File: config.mk
export PLATFORM = sky130hd
export DESIGN_NAME = wtc_core
export DESIGN_NICKNAME = d
export VERILOG_FILES = /design/src/design/wtc_pkg.sv /design/src/design/wtc_core.sv
export SDC_FILE = /design/constraint.sdc
export NUM_CORES = 1
export LEC_CHECK = 0
export BUFFER_PORTS_ARGS = -buffer_cell sky130_fd_sc_hd__clkbuf_2
export CAP_MARGIN = 20
export CORE_ASPECT_RATIO = 0.5
export CORE_MARGIN = 2
export CORE_UTILIZATION = 40
export CTS_CLUSTER_DIAMETER = 100
export DETAILED_ROUTE_END_ITERATION = 8
export GPL_TIMING_DRIVEN = 0
export PLACE_DENSITY_LB_ADDON = 0.08
export SETUP_SLACK_MARGIN = 0.15
export SLEW_MARGIN = 20
export SYNTH_ARGS = -nofsm -noshare
export SYNTH_HDL_FRONTEND = slang
export SYNTH_SLANG_ARGS = --single-unit
File: constraint.sdc
create_clock -name pclk -period 5.4 [get_ports pclk]
set_input_delay 1.62 -clock pclk [delete_from_list [all_inputs] [get_ports pclk]]
set_output_delay 1.62 -clock pclk [all_outputs]
set_load 0.02 [all_outputs]
File: src/design/wtc_pkg.sv
/*
  watch timer package: register offsets, field positions, reset values,
  control carrier and timing constants.
  assumes a 32-bit apb with byte addresses; one word per register.
*/
package wtc_pkg;
  // ----------------------------------------------------------------
  // register offsets
  // ----------------------------------------------------------------
  localparam logic [7:0] OFF_CONTROL  = 8'h00;
  localparam logic [7:0] OFF_COUNT    = 8'h04;
  localparam logic [7:0] OFF_MATCH    = 8'h08;
  localparam logic [7:0] OFF_WSTATUS  = 8'h0c;
  localparam logic [7:0] OFF_IRQ_STAT = 8'h10;
  localparam logic [7:0] OFF_IRQ_MASK = 8'h14;
  // ----------------------------------------------------------------
  // field positions
  // ----------------------------------------------------------------
  localparam int CTRL_W       = 7;
  localparam int WS_CTRL_BIT  = 0;
  localparam int WS_CNT_BIT   = 1;
  localparam int WS_FLAG_BIT  = 7;
  localparam int EV_W         = 3;
  localparam int EV_FLAG_BIT  = 0;
  localparam int EV_CTRL_BIT  = 1;
  localparam int EV_CNT_BIT   = 2;
  // ----------------------------------------------------------------
  // reset values and counter top
  // ----------------------------------------------------------------
  localparam logic [15:0] COUNT_RST = 16'h0000;
  localparam logic [15:0] MATCH_RST = 16'hffff;
  localparam logic [15:0] COUNT_TOP = 16'hffff;
  // ----------------------------------------------------------------
  // timing
  // ----------------------------------------------------------------
  localparam int REWRITE_CYCLES = 3;
  localparam int SUB_DIV        = 8;
  // ----------------------------------------------------------------
  // control carrier: run, mode (1 = interval), source (1 = sub),
  // irq enable, prescale select
  // ----------------------------------------------------------------
  typedef struct packed {
    logic       count_run;
    logic       timer_mode_select;
    logic       count_source_select;
    logic       irq_enable;
    logic [2:0] prescale_select;
  } wtc_ctrl_t;
  localparam wtc_ctrl_t CTRL_RST = '0;
endpackage : wtc_pkg
File: src/design/wtc_core.sv
/*
  watch timer core: two 16-bit counters, compare and interval modes,
  delayed register rewrites with pending flags, apb register slave.
  assumes one clock pclk; the subclock is an enable from a divider.
*/
// Decided for this implementation: the register addresses and the APB interface to the registers.
`timescale 1ns/10ps
// How it works
// - clearing run, once applied, stops counting and zeroes both counters
// - write-status register shows control and counter rewrites in progress
// - control write while its rewrite is pending is dropped
// - counter write while its rewrite is pending is dropped
// - two counters, system and subclock; source select picks the accessed one
// - reads return the current value even while the matching pending flag is set
// - a counter load wins over an increment in the same cycle
// - compare mode sets the flag when counter equals match value
// - interval mode sets the flag when counter wraps to zero
// - pending flag rises at rewrite start and falls at completion
// - flag clears only by writing zero after reading it as one
module wtc_core
  import wtc_pkg::*;
#(
  parameter int RW_CYC  = wtc_pkg::REWRITE_CYCLES,
  parameter int SUB_CYC = wtc_pkg::SUB_DIV
) (
  // clock and reset
  input  wire logic        pclk,
  input  wire logic        presetn,
  // apb slave
  input  wire logic        psel,
  input  wire logic        penable,
  input  wire logic        pwrite,
  input  wire logic [7:0]  paddr,
  input  wire logic [31:0] pwdata,
  output logic [31:0]      prdata,
  output logic             pready,
  output logic             pslverr,
  // interrupt
  output logic             irq
);
  import wtc_pkg::*;

  // ----------------------------------------------------------------
  // bus decode
  // ----------------------------------------------------------------
  logic setup, acc, wr, rd, mapped;
  assign setup  = psel & ~penable;
  assign acc    = psel & penable;
  assign wr     = acc & pwrite;
  assign rd     = acc & ~pwrite;
  assign mapped = paddr inside {OFF_CONTROL, OFF_COUNT, OFF_MATCH,
                                OFF_WSTATUS, OFF_IRQ_STAT, OFF_IRQ_MASK};
  assign pready  = 1'b1;
  assign pslverr = acc & ~mapped;

  // ----------------------------------------------------------------
  // state
  // ----------------------------------------------------------------
  wtc_ctrl_t       ctrl_ff, ctrl_new_ff;
  logic [15:0]     cnt_ff [2];
  logic [15:0]     cnt_new_ff, match_ff;
  logic [7:0]      ctrl_tmr_ff, cnt_tmr_ff, presc_ff;
  logic [7:0]      sub_div_ff;
  logic            ctrl_pend_ff, cnt_pend_ff, flag_ff, arm_ff;
  logic [EV_W-1:0] ev_ff, mask_ff;
  logic [31:0]     prdata_ff;
  logic            ctrl_done, cnt_done, sub_tick, src_tick, cnt_tick;
  logic            hit, src;
  logic [7:0]      pmask;
  logic [15:0]     cur, nxt_cur;

  assign src = ctrl_ff.count_source_select;
  assign cur = cnt_ff[src];

  // ----------------------------------------------------------------
  // rewrite sequencing
  // ----------------------------------------------------------------
  assign ctrl_done = ctrl_pend_ff & (ctrl_tmr_ff == 8'h01);
  assign cnt_done  = cnt_pend_ff & (cnt_tmr_ff == 8'h01);

  always_ff @(posedge pclk or negedge presetn) begin
    if (!presetn) begin
      ctrl_pend_ff <= 1'b0;
      ctrl_tmr_ff  <= 8'h00;
      ctrl_new_ff  <= CTRL_RST;
    end else if (wr && paddr == OFF_CONTROL && !ctrl_pend_ff) begin
      ctrl_pend_ff <= 1'b1;
      ctrl_tmr_ff  <= 8'(RW_CYC);
      ctrl_new_ff  <= pwdata[CTRL_W-1:0];
    end else if (ctrl_pend_ff) begin
      ctrl_tmr_ff  <= ctrl_tmr_ff - 8'h01;
      if (ctrl_done) ctrl_pend_ff <= 1'b0;
    end
  end

  always_ff @(posedge pclk or negedge presetn) begin
    if (!presetn) begin
      cnt_pend_ff <= 1'b0;
      cnt_tmr_ff  <= 8'h00;
      cnt_new_ff  <= COUNT_RST;
    end else if (wr && paddr == OFF_COUNT && !cnt_pend_ff) begin
      cnt_pend_ff <= 1'b1;
      cnt_tmr_ff  <= 8'(RW_CYC);
      cnt_new_ff  <= pwdata[15:0];
    end else if (cnt_pend_ff) begin
      cnt_tmr_ff  <= cnt_tmr_ff - 8'h01;
      if (cnt_done) cnt_pend_ff <= 1'b0;
    end
  end

  always_ff @(posedge pclk or negedge presetn) begin
    if (!presetn) ctrl_ff <= CTRL_RST;
    else if (ctrl_done) ctrl_ff <= ctrl_new_ff;
  end

  always_ff @(posedge pclk or negedge presetn) begin
    if (!presetn) match_ff <= MATCH_RST;
    else if (wr && paddr == OFF_MATCH) match_ff <= pwdata[15:0];
  end

  // ----------------------------------------------------------------
  // clock sources and prescaler
  // ----------------------------------------------------------------
  assign sub_tick = (sub_div_ff == 8'(SUB_CYC - 1));
  assign src_tick = src ? sub_tick : 1'b1;
  assign pmask    = ~(8'hff << ctrl_ff.prescale_select);
  assign cnt_tick = ctrl_ff.count_run & src_tick & ((presc_ff & pmask) == pmask);
  assign nxt_cur  = cur + 16'h0001;

  always_ff @(posedge pclk or negedge presetn) begin
    if (!presetn) sub_div_ff <= 8'h00;
    else if (sub_tick) sub_div_ff <= 8'h00;
    else sub_div_ff <= sub_div_ff + 8'h01;
  end

  always_ff @(posedge pclk or negedge presetn) begin
    if (!presetn) presc_ff <= 8'h00;
    else if (!ctrl_ff.count_run) presc_ff <= 8'h00;
    else if (src_tick) presc_ff <= presc_ff + 8'h01;
  end

  // ----------------------------------------------------------------
  // counters
  // ----------------------------------------------------------------
  for (genvar i = 0; i < 2; i++) begin : g_cnt
    always_ff @(posedge pclk or negedge presetn) begin
      if (!presetn) cnt_ff[i] <= COUNT_RST;
      else if (ctrl_done && !ctrl_new_ff.count_run) cnt_ff[i] <= COUNT_RST;
      else if (cnt_done && src == 1'(i)) cnt_ff[i] <= cnt_new_ff;
      else if (cnt_tick && src == 1'(i)) cnt_ff[i] <= nxt_cur;
    end
  end

  // ----------------------------------------------------------------
  // match or wrap flag
  // ----------------------------------------------------------------
  assign hit = cnt_tick && !cnt_done &&
               (ctrl_ff.timer_mode_select ? (cur == COUNT_TOP)
                                          : (nxt_cur == match_ff));

  always_ff @(posedge pclk or negedge presetn) begin
    if (!presetn) arm_ff <= 1'b0;
    else if (rd && paddr == OFF_WSTATUS) arm_ff <= prdata_ff[WS_FLAG_BIT];
    else if (wr && paddr == OFF_WSTATUS) arm_ff <= 1'b0;
  end

  always_ff @(posedge pclk or negedge presetn) begin
    if (!presetn) flag_ff <= 1'b0;
    else if (hit) flag_ff <= 1'b1;
    else if (wr && paddr == OFF_WSTATUS && arm_ff && !pwdata[WS_FLAG_BIT])
      flag_ff <= 1'b0;
  end

  // ----------------------------------------------------------------
  // sticky events, read clears, set wins
  // ----------------------------------------------------------------
  logic [EV_W-1:0] ev_set;
  always_comb begin
    ev_set              = '0;
    ev_set[EV_FLAG_BIT] = hit;
    ev_set[EV_CTRL_BIT] = ctrl_done;
    ev_set[EV_CNT_BIT]  = cnt_done;
  end

  always_ff @(posedge pclk or negedge presetn) begin
    if (!presetn) ev_ff <= '0;
    else if (rd && paddr == OFF_IRQ_STAT) ev_ff <= ev_set | (ev_ff & ~prdata_ff[EV_W-1:0]);
    else ev_ff <= ev_ff | ev_set;
  end

  always_ff @(posedge pclk or negedge presetn) begin
    if (!presetn) mask_ff <= '0;
    else if (wr && paddr == OFF_IRQ_MASK) mask_ff <= pwdata[EV_W-1:0];
  end

  assign irq = (flag_ff & ctrl_ff.irq_enable) | (|(ev_ff & mask_ff));

  // ----------------------------------------------------------------
  // read data, captured in the setup cycle
  // ----------------------------------------------------------------
  always_ff @(posedge pclk or negedge presetn) begin
    if (!presetn) prdata_ff <= 32'h0000_0000;
    else if (setup && !pwrite) begin
      prdata_ff <= 32'h0000_0000;
      case (paddr)
        OFF_CONTROL:  prdata_ff[CTRL_W-1:0] <= ctrl_ff;
        OFF_COUNT:    prdata_ff[15:0] <= cur;
        OFF_MATCH:    prdata_ff[15:0] <= match_ff;
        OFF_WSTATUS: begin
          prdata_ff[WS_CTRL_BIT] <= ctrl_pend_ff;
          prdata_ff[WS_CNT_BIT]  <= cnt_pend_ff;
          prdata_ff[WS_FLAG_BIT] <= flag_ff;
        end
        OFF_IRQ_STAT: prdata_ff[EV_W-1:0] <= ev_ff;
        OFF_IRQ_MASK: prdata_ff[EV_W-1:0] <= mask_ff;
        default:      prdata_ff <= 32'h0000_0000;
      endcase
    end
  end
  assign prdata = prdata_ff;
endmodule : wtc_core

==> results of run 1 <==
## registers in the layout (all words and copies together), names as in the netlist
name          cells
cnt_ff           32
cnt_new_ff       16
match_ff         16
prdata           16
cnt_tmr_ff        8
ctrl_tmr_ff       8
sub_div_ff        8
ctrl_new_ff       7
presc_ff          7
ctrl_ff           6
ev_ff             3
mask_ff           3
arm_ff            1
cnt_pend_ff       1
ctrl_pend_ff      1
flag_ff           1
src               1
## cell usage after synthesis (11+ instances only)
master and number:
a21oi_1 44, clkbuf_1 17, nand3_1 23, nor2_1 90
dfrtp_1 119, a211oi_2 11, o21ai_0 30, a211oi_1 17
nand4_1 12, mux2_2 45, xor2_1 16, inv_1 14
xnor2_1 28, nand2_1 80, dfstp_2 16, buf_4 20
mux2i_1 28
## worst register-to-register path, delay by kind of cell (launching register included)
| family | cells | cell delay [ns] |
|---|---|---|
| flops | 1 | 0.42 |
| mux | 1 | 0.22 |
| buf+inv | 5 | 1.08 |
| fa+ha+maj | 1 | 0.18 |
| xor+xnor | 1 | 0.21 |
| simple gates | 4 | 1.36 |
| compound gates | 1 | 0.16 |
## power by group
group	leakage, nW	internal [mW]	switching, mW
Sequential	1.74	1.04	0.0245
Clock	0.277	0.698	0.480
Combinational	1.73	0.0531	0.0904
## stage by stage
step	instances	total power, mW	setup WS (ns)	cell area, sq um	util [%]
3_5_place_dp	1031	1.228	1.132	7961	44.99
3_3_place_gp	1030	1.222	0.3145	7925	44.78
5_1_grt	1063	2.478	1.023	8552	48.32
2_1_floorplan	751	1.162	1.321	7407	-
6_report	1063	2.387	1.133	8552	48.32
4_1_cts	1063	2.405	1.132	8552	48.32
## kinds of logic after synthesis
| kind of cell | count (synthesis) | share of synthesized area [%] |
|---|---|---|
| xor gates and xnor gates | 47 | 6.213 |
| other | 2 | 0.1022 |
| buffers and inverters | 65 | 4.885 |
| AOI/OAI and AO/OA | 140 | 13.52 |
| adders and majority gates | 7 | 1.191 |
| muxes | 73 | 10.71 |
| DFF | 135 | 46.23 |
| and+or+nand+nor | 267 | 17.16 |
## worst max path at each step
stage                                             to  slack (ns)  cells after the start
after floorplan                              pslverr        1.32                      3
after global placement    ctrl_tmr_ff[3]$_DFFE_PN0P_        0.31                      1
after detailed placement                     pslverr        1.13                      5
after CTS                                    pslverr        1.13                      5
after global routing                         pslverr        1.02                      5
final                                        pslverr        1.13                      5
## cell type report
| cell class | count | share of cell area (%) |
|---|---|---|
| Sequential cell | 135 | 39.74 |
| Clock buffer | 19 | 5.179 |
| Timing Repair Buffer | 46 | 3.058 |
| Buffer | 51 | 3.584 |
| Clock inverter | 13 | 1.726 |
| Inverter | 14 | 0.6145 |
| Tap cell | 234 | 3.424 |
| Multi-Input combinational cell | 551 | 42.68 |
## layer usage
| metal | vias to the layer above | wire [microns] | track usage (%) |
|---|---|---|---|
| met4 | 0 | 129 | 4.779 |
| li1 | 2718 | - | - |
| met2 | 136 | 8440 | 31.84 |
| met5 | - | 0 | 0 |
| met3 | 13 | 857 | 4.301 |
| met1 | 2814 | 10510 | 32.69 |
==> impl_results.md, run 1 <==
- Status: completed
- Die X: 195.7 microns
- Power Dens Cells: 279.1 nW/um^2
- Synth area leaders: dfrtp_1 41%, mux2_2 6.9%, dfstp_2 5.7%, nor2_1 4.6%, nand2_1 4.1%
- HP Start: sub_div_ff[0]$_DFF_PN0_
- Share of cells above drive strength 1: about a quarter
- Synth top area share: around 40%
- Yosys cell types: 60
- Worst-Skew Late Latency: 0.42 ns
- RSZ-0062 raised after global routing: false
- Hold path endpoint: sub_div_ff[0]$_DFF_PN0_
- Core area: approximately 18000 sq um
- Final nets: 868
- Fin Hold WS: between 0.4 and 0.5 ns
- Largest net degree at the start of global routing: 72
- CP Launch Type: input port
- Final setup vio count: 0
- Die Ht: 99.86 microns
- Hold Vio Cnt, Final: 0
- H-tree lvl count: 4
- First-pass GRT wire length: 31950 microns
- Critical Path Start: paddr[1]
- Dpl hpwl: 14740 microns
- Initial antenna violation count: 0
- FF+latch area: 3398 sq um
- R2r startpoint: src$_DFFE_PN0P_
- Critical path's top delay family: simple AND/OR/NAND/NOR gates
- Max-Cap Viols: 0
- Critical Path RT: 3.78 ns
- GRT Util Overall: 21.57%
- Critical path class: in -> out
- Clock sink count: 135
- Initial DRC count: around 350
- Warnings, synthesis: 0
- Ordered list of cells on the worst path: clkbuf_2 -> or4_1 -> nor2_1 -> a21oi_1 -> clkbuf_2
- Via count: 5681
- CTS buffer count: 17
- Rows: 34
- Critical R2R Capture: ev_ff[0]$_DFF_PN0_
- Synth-to-layout area growth: 16.34%
- Worst Hold Class: reg -> reg
- Sum of buffers and inverters on the critical path: 2
- Residual DRC count: 0
- Slew margin rel.: 31.40%
- Hold Crit Depth: 1
- Clock buffer depth: 2
- Leak Pwr: 3.748 nW
- R2R setup slack: 1.70 ns
- Async SR Flop Fraction: 100.0%
- DR vias/cell: around 5.3
- Leading cell types in the layout, fill and taps excluded: 119 x dfrtp_1, 90 x nor2_1, 80 x nand2_1, 45 x mux2_2
- Worst Tran Pin Value: around 1.0 ns
- Mapped Avg Cell Area: 9.988 sq um
- Cell mode on critical path: clkbuf_2
- Slew Limit Fails: 0
- Ys flop type: dfrtp_1
- Worst path max stage delay: 0.57 ns
- Ant. Diodes: 0
- Buffers on Ports: 45
- Commonest non-fill, non-tap cell in the layout: dfrtp_1
- Area of the multi-input gates: 3650 sq um
- CTS tree: done
- Syn Inst Count: 736
- Sequential-to-total area share from yosys stat: 46.23%
- Cts repair resizes: 0
- Global route overflow: 0
- First drt pass iteration count: 5
- Post-Syn Area: roughly 7400 sq um
- Number of setup buffers added after CTS: 0
- Final wirelength: 19940 microns
- Root Buffer: clkbuf_16
- Critical path's slowest cell: or4_1
- Worst-path clk slew: 0.06 ns
- Cells on worst reg2reg path: 13
- Peak VDD IR: approximately 0.20 mV
- Critical path fanouts, max: 3
- Filler cells: between 1500 and 2000
- Starting Density: about two fifths
- CTS Hold Buffers Added: 0
- Crit share post-route: around 79%
- Vias in the first global route: 5600
- DR WL/cell: 18.76 microns
- Die area: 19540 sq um
- Worst setup EP type: primary output
- Cell accounting for the most synthesized area: dfrtp_1
- Crit path DAT: 2.65 ns
- Seq cells post-synth: 135
- Max Freq: between 200 and 250 MHz
- Period minus WS final: 4.267 ns
- GPL Wtd Cong: 0.9026
- Remaining antenna violation count: 0
- I/O Pins: 80
- Post-synth EDFFs: 0
- Clk_skew: 0.01117 ns
- Setup TNS: 0 ns
(Power assumes the default switching activity.)
==> run 2: changes to the inputs <==
==> constraint.sdc (replaced) <==
create_clock -name pclk -period 3.6 [get_ports pclk]
set_input_delay 1.08 -clock pclk [delete_from_list [all_inputs] [get_ports pclk]]
set_output_delay 1.08 -clock pclk [all_outputs]
set_load 0.02 [all_outputs]
==> run 2 against run 1 <==
  * Die area unchanged
  * Core utilization grew 0.13 points
  * Sequential power rose by 50%
  * First-iteration DRC count grew 6.4%
  * Highest routed layer unchanged
  * Critical endpoint is now ev_ff[0]$_DFF_PN0_
==> impl_results.md, run 2 (synthesized netlist as in run 1, its figures left out) <==
- Max reg flops: 32 (unchanged)
- Worst Tran Pin Value: 1.067 ns (+0.03778 ns)
- Core area: 17700 sq um (unchanged)
- H-tree lvl count: 4 (unchanged)
- Status: completed
- Max-Cap Viols: 0 (unchanged)
- DR vias/cell: 5.331 (-0.25%)
- Clock sink count: 135 (unchanged)
- HP Start: sub_div_ff[0]$_DFF_PN0_
- Buffers on Ports: 45 (unchanged)
- Die area: 19540 sq um (unchanged)
- Critical path's slowest cell: dfrtp_1
- Commonest non-fill, non-tap cell in the layout: dfrtp_1
- Root Buffer: clkbuf_16
- R2R setup slack: 0.39 ns (-1.31 ns)
- DR WL/cell: 18.76 microns (about the same)
- Final setup vio count: 0 (unchanged)
- First-pass GRT wire length: 31950 microns (unchanged)
- R2r startpoint: src$_DFFE_PN0P_
- Via count: 5667 (-0.25%)
- Slew margin rel.: 28.88% (-2.5 points)
- Max Freq: 311.3 MHz
- Residual DRC count: 0 (unchanged)
- Die X: 195.7 microns (unchanged)
- Synth-to-layout area growth: 16.65%
- Worst Hold Class: reg -> reg
- Share of cells above drive strength 1: 24.25% (+0.36 points)
- CTS tree: done
- Critical path fanouts, max: 10 (+7)
- Worst setup EP type: register
- GPL Wtd Cong: 0.9026 (unchanged)
- Fin Hold WS: 0.4696 ns (-0.000001000 ns)
- Ant. Diodes: 0 (unchanged)
- Filler cells: 1723 (-0.12%)
- CP Launch Type: register
- Crit share post-route: 89.25%
- Fin util: 48.45% (+0.13 points)
- CTS buffer count: 17 (unchanged)
- Largest reg by FF count: cnt_ff
- Worst path max stage delay: 0.42 ns (-0.15 ns)
- Slew Limit Fails: 0 (unchanged)
- Clock buffer depth: 2 (unchanged)
- Clk_skew: 0.01051 ns (-0.0006666 ns)
- Worst-Skew Late Latency: 0.42 ns (about the same)
- Die Ht: 99.86 microns (unchanged)
- Period minus WS final: 3.213 ns
- Peak VDD IR: 0.2978 mV (+50%)
- Crit path DAT: 3.56 ns (+0.91 ns)
- Initial DRC count: 367 (+6.4%)
- Critical Path RT: 3.95 ns (+0.17 ns)
- Remaining antenna violation count: 0 (unchanged)
- Leading cell types in the layout, fill and taps excluded: 119 x dfrtp_1, 89 x nor2_1, 80 x nand2_1, 45 x mux2_2
- Global route overflow: 0 (unchanged)
- First drt pass iteration count: 4 (-1)
- Critical R2R Capture: ev_ff[0]$_DFF_PN0_
- Largest net degree at the start of global routing: 72 (unchanged)
- I/O Pins: 80 (unchanged)
- Dpl hpwl: 14740 microns (unchanged)
- Cells on worst reg2reg path: 13 (unchanged)
- Critical path class: reg -> reg
- Hold Crit Depth: 1 (unchanged)
- RSZ-0062 raised after global routing: false
- Number of setup buffers added after CTS: 0 (unchanged)
- Vias in the first global route: 5600 (unchanged)
- Hold Vio Cnt, Final: 0 (unchanged)
- GRT Util Overall: 21.57% (unchanged)
- Ordered list of cells on the worst path: buf_4 -> clkbuf_4 -> buf_4 -> mux2i_2 -> inv_1 -> ha_1 -> inv_1 -> nor2_4 -> nand3_1 -> xnor2_1 -> nor4_2 -> nand4_1 -> o21ai_1
- Initial antenna violation count: 0 (unchanged)
- Power Dens Cells: 417.6 nW/um^2 (+50%)
- Starting Density: 41.54% (unchanged)
- Power, Total: 3.581 mW (+50%)
- Final nets: 868 (unchanged)
- Worst-path clk slew: 0.06 ns (about the same)
- Final Instance Area: 8574 sq um (+0.26%)
- Final wirelength: 19950 microns (about the same)
- Area after DPL: 7961 sq um (unchanged)
- Hold path endpoint: sub_div_ff[0]$_DFF_PN0_
- Rows: 34 (unchanged)
- Leak Pwr: 3.749 nW (about the same)
[run 2: per-stage QoR]
stage	TNS, ns	instances	setup slack, ns
final	0	1063	0.3872
after detailed placement	-0.02137	1031	-0.01612
after CTS	0	1063	0.2234
after global placement	-111.13	1030	-0.9455
after floorplan	0	751	0.6013
after global routing	0	1063	0.1385
[run 2: worst max-delay path, delay by kind of cell (launching register included)]
kind / cells / cell delay [ns]
AO/OA/AOI/OAI: 1 / 0.15
AND/OR/NAND/NOR: 4 / 0.84
flip-flops: 1 / 0.42
XOR/XNOR: 1 / 0.12
adder cells (fa/ha/maj): 1 / 0.23
multiplexers: 1 / 0.35
buffers and inverters: 5 / 1.01
[run 2: final cells by class]
| cell class | count | area [sq um] | area share [%] |
|---|---|---|---|
| multi-input cells | 551 | 3667 | 42.77 |
| flip-flops and latches | 135 | 3398 | 39.63 |
| clock buffers | 19 | 442.9 | 5.166 |
| plain buffers | 51 | 311.5 | 3.633 |
| well taps | 234 | 292.8 | 3.415 |
| repair buffers | 46 | 261.5 | 3.050 |
| clock inverters | 13 | 147.6 | 1.722 |
| inverters | 14 | 52.55 | 0.6129 |
[run 2: metal layers]
| layer | GRT usage (%) | part of all wire (%) |
|---|---|---|
| met1 | 32.69 | 52 |
| met2 | 31.84 | 43 |
| met3 | 4.301 | 4.5 |
| met4 | 4.779 | 0.77 |
| met5 | 0 | 0 |
[run 2: worst max-delay path by stage]
stage | from | to | depth (start not counted)
after floorplan | paddr[1] | pslverr | 3
after global placement | presetn | ctrl_tmr_ff[3]$_DFFE_PN0P_ | 1
after detailed placement | src$_DFFE_PN0P_ | flag_ff$_DFFE_PN0P_ | 13
after CTS | src$_DFFE_PN0P_ | ev_ff[0]$_DFF_PN0_ | 13
after global routing | src$_DFFE_PN0P_ | ev_ff[0]$_DFF_PN0_ | 13
final | src$_DFFE_PN0P_ | ev_ff[0]$_DFF_PN0_ | 13
[run 2: report_power, final]
| group | leakage (nW) | switching, mW | internal, mW |
|---|---|---|---|
| clock network | 0.277 | 0.720 | 1.05 |
| logic | 1.73 | 0.136 | 0.0800 |
| registers | 1.74 | 0.0367 | 1.56 |
[run 2: repair_timing]
item,in CTS,in global routing
endpoints found under the setup margin,2,4
gates resized for setup,2,4
hold endpoints to repair,0,0
hold buffers,0,0
==> run 3: changes to the inputs <==
--- a/config.mk
+++ b/config.mk
@@ -7,9 +7,11 @@
 export LEC_CHECK = 0
 export BUFFER_PORTS_ARGS = -buffer_cell sky130_fd_sc_hd__clkbuf_2
 export CAP_MARGIN = 20
+export CELL_PAD_IN_SITES_DETAIL_PLACEMENT = 2
+export CELL_PAD_IN_SITES_GLOBAL_PLACEMENT = 2
 export CORE_ASPECT_RATIO = 0.5
 export CORE_MARGIN = 2
-export CORE_UTILIZATION = 40
+export CORE_UTILIZATION = 34
 export CTS_CLUSTER_DIAMETER = 100
 export DETAILED_ROUTE_END_ITERATION = 8
 export GPL_TIMING_DRIVEN = 0
==> run 3 against run 2 <==
  * Combinational power up 2%
  * Clock power increased by 5%
  * Die area increased by 17%
  * First-iteration DRC count shrank 28%
  * Sequential share of layout area fell by 0.43 points
  * Critical path depth shrank 1
==> impl_results.md, run 3 (synthesized netlist as in run 1, its figures left out) <==
- CTS Hold Buffers Added: 0 (unchanged)
- Critical path fanouts, max: 10 (unchanged)
- First-pass GRT wire length: 38410 microns (+20%)
- Cells on worst reg2reg path: 12 (-1)
- Period minus WS final: 3.315 ns (+0.1025 ns)
- Ordered list of cells on the worst path: buf_4 -> clkbuf_4 -> buf_4 -> mux2i_2 -> inv_1 -> ha_1 -> xor2_1 -> nor3_1 -> nand3_1 -> a31oi_1 -> nand4_1 -> o21ai_1
- Final wirelength: 24310 microns (+22%)
- Initial antenna violation count: 0 (unchanged)
- Worst path max stage delay: 0.41 ns (about the same)
- Dpl hpwl: 18140 microns (+23%)
- Power Dens Cells: 425.2 nW/um^2 (+1.8%)
- GRT Util Overall: 22.90% (+1.3 points)
- Hold Vio Cnt, Final: 0 (unchanged)
- Root Buffer: clkbuf_16
- Power, Total: 3.686 mW (+2.9%)
- CTS buffer count: 17 (unchanged)
- HP Start: sub_div_ff[0]$_DFF_PN0_
- Buffers on Ports: 45 (unchanged)
- Commonest non-fill, non-tap cell in the layout: dfrtp_1
- Worst setup EP type: register
- Largest reg by FF count: cnt_ff
- H-tree lvl count: 4 (unchanged)
- CTS tree: done
- Peak VDD IR: 0.2103 mV (-29%)
- Initial DRC count: 265 (-28%)
- Max-Cap Viols: 0 (unchanged)
- Remaining antenna violation count: 0 (unchanged)
- Critical path's slowest cell: dfrtp_1
- Core area: 20880 sq um (+18%)
- Status: completed
- CP Launch Type: register
- Clk_skew: 0.007721 ns (-0.002785 ns)
- First drt pass iteration count: 4 (unchanged)
- Leak Pwr: 3.765 nW (+0.43%)
- Residual DRC count: 0 (unchanged)
- Share of cells above drive strength 1: 24.13% (-0.12 points)
- Worst Tran Pin Value: 1.118 ns (+0.05090 ns)
- Largest net degree at the start of global routing: 83 (+15%)
- Critical Path Start: src$_DFFE_PN0P_
- Starting Density: 35.21% (-6.3 points)
- Synth-to-layout area growth: 17.94%
- Via count: 5924 (+4.5%)
- Die area: 22880 sq um (+17%)
- Crit share post-route: 92.09% (+2.8 points)
- RSZ-0062 raised after global routing: false
- Clock buffer depth: 2 (unchanged)
- Critical path class: reg -> reg
- Clock sink count: 135 (unchanged)
- Die X: 211.9 microns (+8.3%)
- Worst-Skew Late Latency: 0.44 ns (+0.02 ns)
- Ant. Diodes: 0 (unchanged)
- Rows: 37 (+8.8%)
- Slew Limit Fails: 0 (unchanged)
- Crit path DAT: 3.68 ns (+0.12 ns)
- Max Freq: 301.6 MHz (-3.1%)
- Worst Hold Class: reg -> reg
- Leading cell types in the layout, fill and taps excluded: 119 x dfrtp_1, 89 x nor2_1, 80 x nand2_1, 45 x mux2_2
- Area after DPL: 8034 sq um (+0.91%)
- Global route overflow: 0 (unchanged)
- I/O Pins: 80 (unchanged)
- Cell mode on critical path: buf_4
- Setup TNS: 0 ns (unchanged)
- DR WL/cell: 21.68 microns (+16%)
- Hold Crit Depth: 1 (unchanged)
- Die Ht: 108.0 microns (+8.1%)
- Critical Path RT: 3.96 ns (about the same)
- Max reg flops: 32 (unchanged)
- Final Instance Area: 8670 sq um (+1.1%)
- Final nets: 868 (unchanged)
- Slew margin rel.: 25.49% (-3.4 points)
- DR vias/cell: 5.285 (-0.87%)
- R2r startpoint: src$_DFFE_PN0P_
- Final setup vio count: 0 (unchanged)
- GPL Wtd Cong: 0.8124 (-10%)
- Vias in the first global route: 6537 (+17%)
- Worst-path clk slew: 0.06 ns (about the same)
## run 3: worst max-delay path, delay by kind of cell (launching register included)
| family | cells | cell delay (ns) |
|---|---|---|
| AOI/OAI and AO/OA | 2 | 0.36 |
| xor gates and xnor gates | 1 | 0.18 |
| adders and majority gates | 1 | 0.36 |
| buffers and inverters | 4 | 0.88 |
| DFF | 1 | 0.41 |
| muxes | 1 | 0.34 |
| and+or+nand+nor | 3 | 0.67 |
## run 3: cell type report
type | instances | area [sq um]
well taps | 292 | 365.4
fillers | 2268 | 12210
clock inverters | 13 | 180.2
inverters | 14 | 52.55
plain buffers | 51 | 311.5
multi-input cells | 551 | 3667
flip-flops and latches | 135 | 3398
repair buffers | 46 | 261.5
clock buffers | 19 | 432.9
## run 3: per-layer routing
metal	wire length [microns]	global-route usage, %	up-vias
li1	-	-	2722
met1	11750	30.67	3099
met2	11470	36.91	85
met3	755	5.054	18
met4	332	7.746	0
met5	0	0	-
## run 3: worst paths after layout
path	to	slack [ns]
max in group asynchronous	match_ff[0]$_DFFE_PN1P_	2.18
setup / recovery	ev_ff[0]$_DFF_PN0_	0.28
hold / removal	sub_div_ff[0]$_DFF_PN0_	0.47
hold reg to reg	sub_div_ff[0]$_DFF_PN0_	0.47
min in group asynchronous	cnt_pend_ff$_DFF_PN0_	0.59
setup reg to reg	ev_ff[0]$_DFF_PN0_	0.28
## run 3: repair_timing
action                     CTS  global route
setup endpoints to repair    4             4
gates resized for setup      2             4
buffers inserted             0             0
## run 3: where the power goes
| group | internal, mW | switching, mW | leakage, nW | total, mW |
|---|---|---|---|---|
| clock network | 1.15 | 0.711 | 0.293 | 1.86 |
| registers | 1.56 | 0.0382 | 1.74 | 1.60 |
| logic | 0.0799 | 0.141 | 1.73 | 0.221 |
## run 3: stage by stage
stage / setup WS (ns) / hold slack, ns / utilization (%) / cells
global route: 0.1473 / 0.4959 / 41.52 / 1121
CTS: 0.2034 / 0.4642 / 41.44 / 1121
finish: 0.2847 / 0.4661 / 41.52 / 1121
global placement: -1.035 / 0.4460 / 38.31 / 1088
detailed placement: -0.1303 / 0.4567 / 38.48 / 1089
floorplan: 0.6013 / 0.4251 / - / 751
